<file path="config.mk">
export PLATFORM = sky130hd
export DESIGN_NAME = opsg_top
export DESIGN_NICKNAME = d
export VERILOG_FILES = /design/src/verilog/opsg_pkg.sv /design/src/verilog/opsg_top.sv
export SDC_FILE = /design/constraint.sdc
export NUM_CORES = 1
export LEC_CHECK = 0
export BUFFER_PORTS_ARGS = -buffer_cell sky130_fd_sc_hd__buf_2
export CAP_MARGIN = 10
export CORE_MARGIN = 2
export CORE_UTILIZATION = 48
export DETAILED_ROUTE_END_ITERATION = 8
export PLACE_DENSITY = 0.78
export SLEW_MARGIN = 20
export SYNTH_ARGS = -nofsm -noshare
export SYNTH_HDL_FRONTEND = slang
export SYNTH_SLANG_ARGS = --single-unit
export TNS_END_PERCENT = 5
</file>
<file path="constraint.sdc">
create_clock -name clk -period 1.25 [get_ports clk]
set_input_delay 0.125 -clock clk [delete_from_list [all_inputs] [get_ports clk]]
set_output_delay 0.125 -clock clk [all_outputs]
set_load 0.01 [all_outputs]
</file>
<file path="src/verilog/opsg_pkg.sv">
// package for the operation status group: bit positions, masks, resets
// assumes one 100 MHz clock and a command decoder outside that issues strobes
package opsg_pkg;
	// ----------------------------------------------------------------
	// widths and bit positions
	// ----------------------------------------------------------------
	localparam int OPSG_W             = 16;
	localparam int OPSG_BIT_FAULT     = 13;
	localparam int OPSG_BIT_RELAY     = 11;
	localparam int OPSG_BIT_HOST      = 10;
	localparam int OPSG_BIT_TRIG_WAIT = 5;
	localparam int OPSG_BIT_SCAN      = 4;
	// ----------------------------------------------------------------
	// masks and resets
	// ----------------------------------------------------------------
	localparam logic [15:0] OPSG_USED_MASK = 16'h2c30;
	localparam logic [15:0] OPSG_ENA_RESET = 16'h0000;
	localparam logic [15:0] OPSG_EVT_RESET = 16'h0000;
	// ----------------------------------------------------------------
	// register selects for the read port
	// ----------------------------------------------------------------
	typedef enum logic [1:0] {
		OPSG_SEL_COND,
		OPSG_SEL_EVENT,
		OPSG_SEL_ENABLE,
		OPSG_SEL_NONE
	} opsg_sel_t;
endpackage

</file>
<file path="src/verilog/opsg_top.sv">
// operation status group: condition, event and enable registers
// assumes status flags and host strobes are synchronous to clk
`timescale 1ns/10ps
module opsg_top (
	input  wire logic                  clk,
	input  wire logic                  rst_b,
	input  wire logic                  fault_flag,
	input  wire logic                  relay_closed_flag,
	input  wire logic                  host_control_flag,
	input  wire logic                  trigger_wait_flag,
	input  wire logic                  scan_active_flag,
	input  wire logic                  clear_status_command,
	input  wire logic                  enable_write,
	input  wire logic [15:0]           enable_wdata,
	input  wire logic                  read_strobe,
	input  wire opsg_pkg::opsg_sel_t   read_sel,
	output logic      [15:0]           read_data,
	output logic                       read_valid,
	output logic                       summary_out
);
	import opsg_pkg::*;

	logic [15:0] cond_now;
	logic [15:0] cond_reg;
	logic [15:0] event_reg;
	logic [15:0] event_next;
	logic [15:0] enable_reg;
	logic [15:0] read_next;

	// ----------------------------------------------------------------
	// condition vector
	// ----------------------------------------------------------------
	// unused positions are tied low so they can never latch
	always_comb begin
		cond_now                     = '0;
		cond_now[OPSG_BIT_FAULT]     = fault_flag;
		cond_now[OPSG_BIT_RELAY]     = relay_closed_flag;
		cond_now[OPSG_BIT_HOST]      = host_control_flag;
		cond_now[OPSG_BIT_TRIG_WAIT] = trigger_wait_flag;
		cond_now[OPSG_BIT_SCAN]      = scan_active_flag;
	end

	// previous condition, for rising edge detection
	always_ff @(posedge clk or negedge rst_b) begin
		if (!rst_b) begin
			cond_reg <= '0;
		end else begin
			cond_reg <= cond_now;
		end
	end

	// ----------------------------------------------------------------
	// event register
	// ----------------------------------------------------------------
	// a new edge in the clear cycle survives: set wins over clear
	always_comb begin
		event_next = clear_status_command ? '0 : event_reg;
		event_next = event_next | (cond_now & ~cond_reg);
	end

	always_ff @(posedge clk or negedge rst_b) begin
		if (!rst_b) begin
			event_reg <= OPSG_EVT_RESET;
		end else begin
			event_reg <= event_next;
		end
	end

	// ----------------------------------------------------------------
	// enable mask
	// ----------------------------------------------------------------
	// unused bits are dropped on write, so readback is zero there
	always_ff @(posedge clk or negedge rst_b) begin
		if (!rst_b) begin
			enable_reg <= OPSG_ENA_RESET;
		end else if (enable_write) begin
			enable_reg <= enable_wdata & OPSG_USED_MASK;
		end
	end

	// ----------------------------------------------------------------
	// read port and summary
	// ----------------------------------------------------------------
	// condition is sampled live in the strobe cycle
	always_comb begin
		unique case (read_sel)
			OPSG_SEL_COND:   read_next = cond_now;
			OPSG_SEL_EVENT:  read_next = event_reg;
			OPSG_SEL_ENABLE: read_next = enable_reg;
			OPSG_SEL_NONE:   read_next = '0;
		endcase
	end

	always_ff @(posedge clk or negedge rst_b) begin
		if (!rst_b) begin
			read_data  <= '0;
			read_valid <= 1'b0;
		end else begin
			read_valid <= read_strobe;
			if (read_strobe) begin
				read_data <= read_next;
			end
		end
	end

	// summary follows the enabled event bits with one cycle of delay
	always_ff @(posedge clk or negedge rst_b) begin
		if (!rst_b) begin
			summary_out <= 1'b0;
		end else begin
			summary_out <= |(event_reg & enable_reg);
		end
	end

	// ----------------------------------------------------------------
	// checks
	// ----------------------------------------------------------------
	// attempts begun at the releasing edge would sample inputs from inside
	// reset, so the input-driven checks except AST_UNUSED_ZERO, AST_FAULT_SET and AST_EVENT_HOLD wait until the block has run an edge
	logic check_armed_reg;

	always_ff @(posedge clk or negedge rst_b) begin
		if (!rst_b) begin
			check_armed_reg <= 1'b0;
		end else begin
			check_armed_reg <= 1'b1;
		end
	end
endmodule

</file>
==> metrics list <==
- The count of cells in the finished layout, fillers not included, comes to 137.
* Power density over cell area: 1230 mW/mm2
* Global-route wire length before repair: 2800 um
- By count the netlist is led by dfrtp_1 (22), inv_1 (15), buf_4 (11).
- Registers take 551 um2.
* Arrival time at the worst endpoint: 1190 ps
- The run finished with clean final reports.
- Number of port buffers: 23
* Number of register bits inferred by synthesis: 22
- The floorplan step set the die width to 48.8 um.
- Remaining DRCs: 0
- Setup Slack @ Placement: 266 ps
- Detail-routed via count per cell: 4.85
- Ports: 46
- After clock tree synthesis, the setup repair step added 0 buffers.
- Along the worst path, the maximum fanout reaches 3.
* Met3 usage: 3.37%
- In the final routed layout, each cell accounts on average for 11.9 um.
* Synthesis Warnings: 0
- Global routing consumed, over all layers together, 15.1% of the routing resources.
- Final worst path period share: 80.3%
- TritonCTS built the clock tree.
* Total number of nets in the final design: 139
* Final count of hold timing violations: 0
* Clock-pin slew of the registers on the worst-case setup and hold paths: 110 ps
- Of all cell types, the one taking the most synthesized area is dfrtp_1.
* Power dissipated by switching net loads: 0.354 mW
- Critical path type: reg2reg
* Diode count: 0
- The pre-antenna-repair detailed-routing pass consisted of 4 iterations.
- For the final database, setup skew stands at 2.09 ps.
- The die is 48.8 um tall.
* Latest clock arrival within the worst-skew pair: 300 ps
- Of the total power, registers draw 57.7%.
* Most frequent cell after synthesis: dfrtp_1
- The clock period could shrink to 1000 ps.
- RSZ-0062 raised after global routing: false
* Initial Utilization: 50.2%
- The number of global-route vias before repair came to 651.
* Highest ir drop seen on vdd: 0.928 mV
- Fraction of layout instances using a drive strength above 1: 30.0%
- Maximum number of buffers from clock root to sink: 2
* Share of total power in combinational logic: 15.8%
* Post-DRT Antenna Nets: 0
- The netlist uses 15 different library cells.
- Detailed routing inserted a total of 664 vias.
- Total internal power: 1.06 mW
* Overflow left after global routing: 0
* Cell types with the largest area share after synthesis: dfrtp_1 (57%), buf_4 (8.6%), inv_1 (5.8%)
- Setup total negative slack on the finished layout was measured at 0 ps.
- Met2 usage in global routing: 26.5%
- Relative area change from synthesis to final layout: 19.1%
- Async set or reset register ratio after synthesis: 100%
- Setup WS post-layout: 246 ps
- Global routing used 18.8% of the available met1 tracks.
- Total of fill cells in the finished design: 164
* Number of rows in the core area: 16
- Summed over all cells, the static leakage comes to 0.585 nW.
- Share of the core filled with cells: 59.8%
- Antenna violations before repair: 0
- STA classifies the critical path startpoint as a flop.
* Placeable Area: 0.00192 mm2
- Synthesized area: 965 um2
- Across the run, the number of max-cap violations was 0.
* Maximum level of the CTS H-tree: 1
- Data required time at the worst endpoint: 1430 ps
- Clock tree synthesis selected as its root buffer the cell clkbuf_4.
- Entering global routing, the biggest net connects 23 pins.
* Count of cells along the worst register-to-register path: 2
- The worst setup path is captured at a flop.
* Violation count after the first detailed-route iteration: 19
- The clock net in this run drives a total of 22 sinks.
- In this run switching power makes up 25.0% of total power.
- Worst min-delay path class: in2reg
- Global route hottest layer: met2
- Number of instances on the worst hold path: 2
- Post-route total power: 1.41 mW
- At the end of routability-driven placement, the weighted congestion stood at 0.784.
- The most used flip-flop cell after synthesis is dfrtp_1.
* Number of placed instances, taps included: 127
- In this run the biggest area consumer among cell types represents 57.1% of the synthesized area.
- The multi-input combinational cells in the finished layout cover a total of 297 um2.
- Number of instances in the synthesized netlist: 80
- Number of enable-type register cells in the synthesized netlist: 0
- Routed wire length: 1630 um
- Static timing analysis puts the maximum clock frequency at 996 MHz.
- Clock buffer count from CTS: 3
- The max-slew violation count was 0.
- Final setup vio count: 0
- Per-instance average area after synthesis: 12.1 um2
- The clock network is responsible for 26.5% of the overall power.
* Sequential-to-total area share from yosys stat: 57.1%
- Detailed placement HPWL: 1210 um
- The die covers 0.00238 mm2.
-- worst max-delay path, stage by stage, from the launching register on --
cell and delay (ps):
dfrtp_1 420, a222oi_1 390, nand2_1 80
-- cell usage in the layout, fill, tap and decap left out, types with 5 or more instances in the layout --
cell | synthesis | final
mux2i_1 | 5 | 5
dlygate4sd3_1 | 0 | 6
nand4b_1 | 5 | 5
conb_1 | 1 | 11
dfrtp_1 | 22 | 22
mux2_2 | 5 | 5
buf_2 | 1 | 23
o221ai_1 | 5 | 5
inv_1 | 15 | 15
o22ai_1 | 5 | 5
-- metrics by stage --
stage / area (um2) / hold slack [ps]
floorplan: 1000 / -171
global placement: 1050 / 93.7
detailed placement: 1050 / 107
CTS: 1150 / 44.9
global route: 1150 / 48.7
finish: 1150 / 48.5
-- what timing repair did --
| action | 4_1_cts | 5_1_grt |
|---|---|---|
| endpoints found under the hold margin | 27 | 0 |
| gates resized for setup | 0 | 0 |
| hold buffers | 6 | 0 |
-- worst paths after layout --
| path | endpoint | slack, ps | from |
|---|---|---|---|
| max | summary_out$_DFF_PN0_ | 250 | event_reg[4]$_DFF_PN0_ |
| min | enable_reg[11]$_DFFE_PN0P_ | 50 | enable_wdata[11] |
| max reg2reg | summary_out$_DFF_PN0_ | 250 | event_reg[4]$_DFF_PN0_ |
| min reg2reg | event_reg[13]$_DFF_PN0_ | 440 | cond_reg[13]$_DFF_PN0_ |
| max in group asynchronous | read_data[10]$_DFFE_PN0P_ | 640 | rst_b |
| min in group asynchronous | cond_reg[13]$_DFF_PN0_ | 290 | rst_b |
-- power by group through the flow --
stage | sequential (mW) | combinational (mW) | clock (mW)
floorplan | 0.836 | 0.134 | 0
global placement | 0.828 | 0.202 | 0
detailed placement | 0.832 | 0.210 | 0
CTS | 0.817 | 0.225 | 0.382
global route | 0.827 | 0.249 | 0.400
finish | 0.816 | 0.223 | 0.376
-- cell families (layout without fill, tap and decap cells) --
| group | count (synthesis) | in the layout | synth area share, % |
|---|---|---|---|
| and+or+nand+nor | 7 | 7 | 5.84 |
| buffers and inverters | 28 | 48 | 16.1 |
| other | 1 | 11 | 0.389 |
| muxes | 10 | 10 | 11.0 |
| DFF | 22 | 22 | 57.1 |
| AOI/OAI and AO/OA | 12 | 12 | 9.60 |
-- layer usage --
layer	wire length (um)	up-vias
met2	789	31
li1	-	314
met1	723	317
met4	14	0
met3	100	2
met5	0	-
-- final cells by class --
cell class / count / area share, %
Sequential cell: 22 / 47.9
Multi-Input combinational cell: 40 / 25.8
Timing Repair Buffer: 29 / 15.3
Inverter: 15 / 4.90
Clock buffer: 4 / 3.16
Tap cell: 27 / 2.94
No activity file was read; power rests on OpenSTA's default activity.
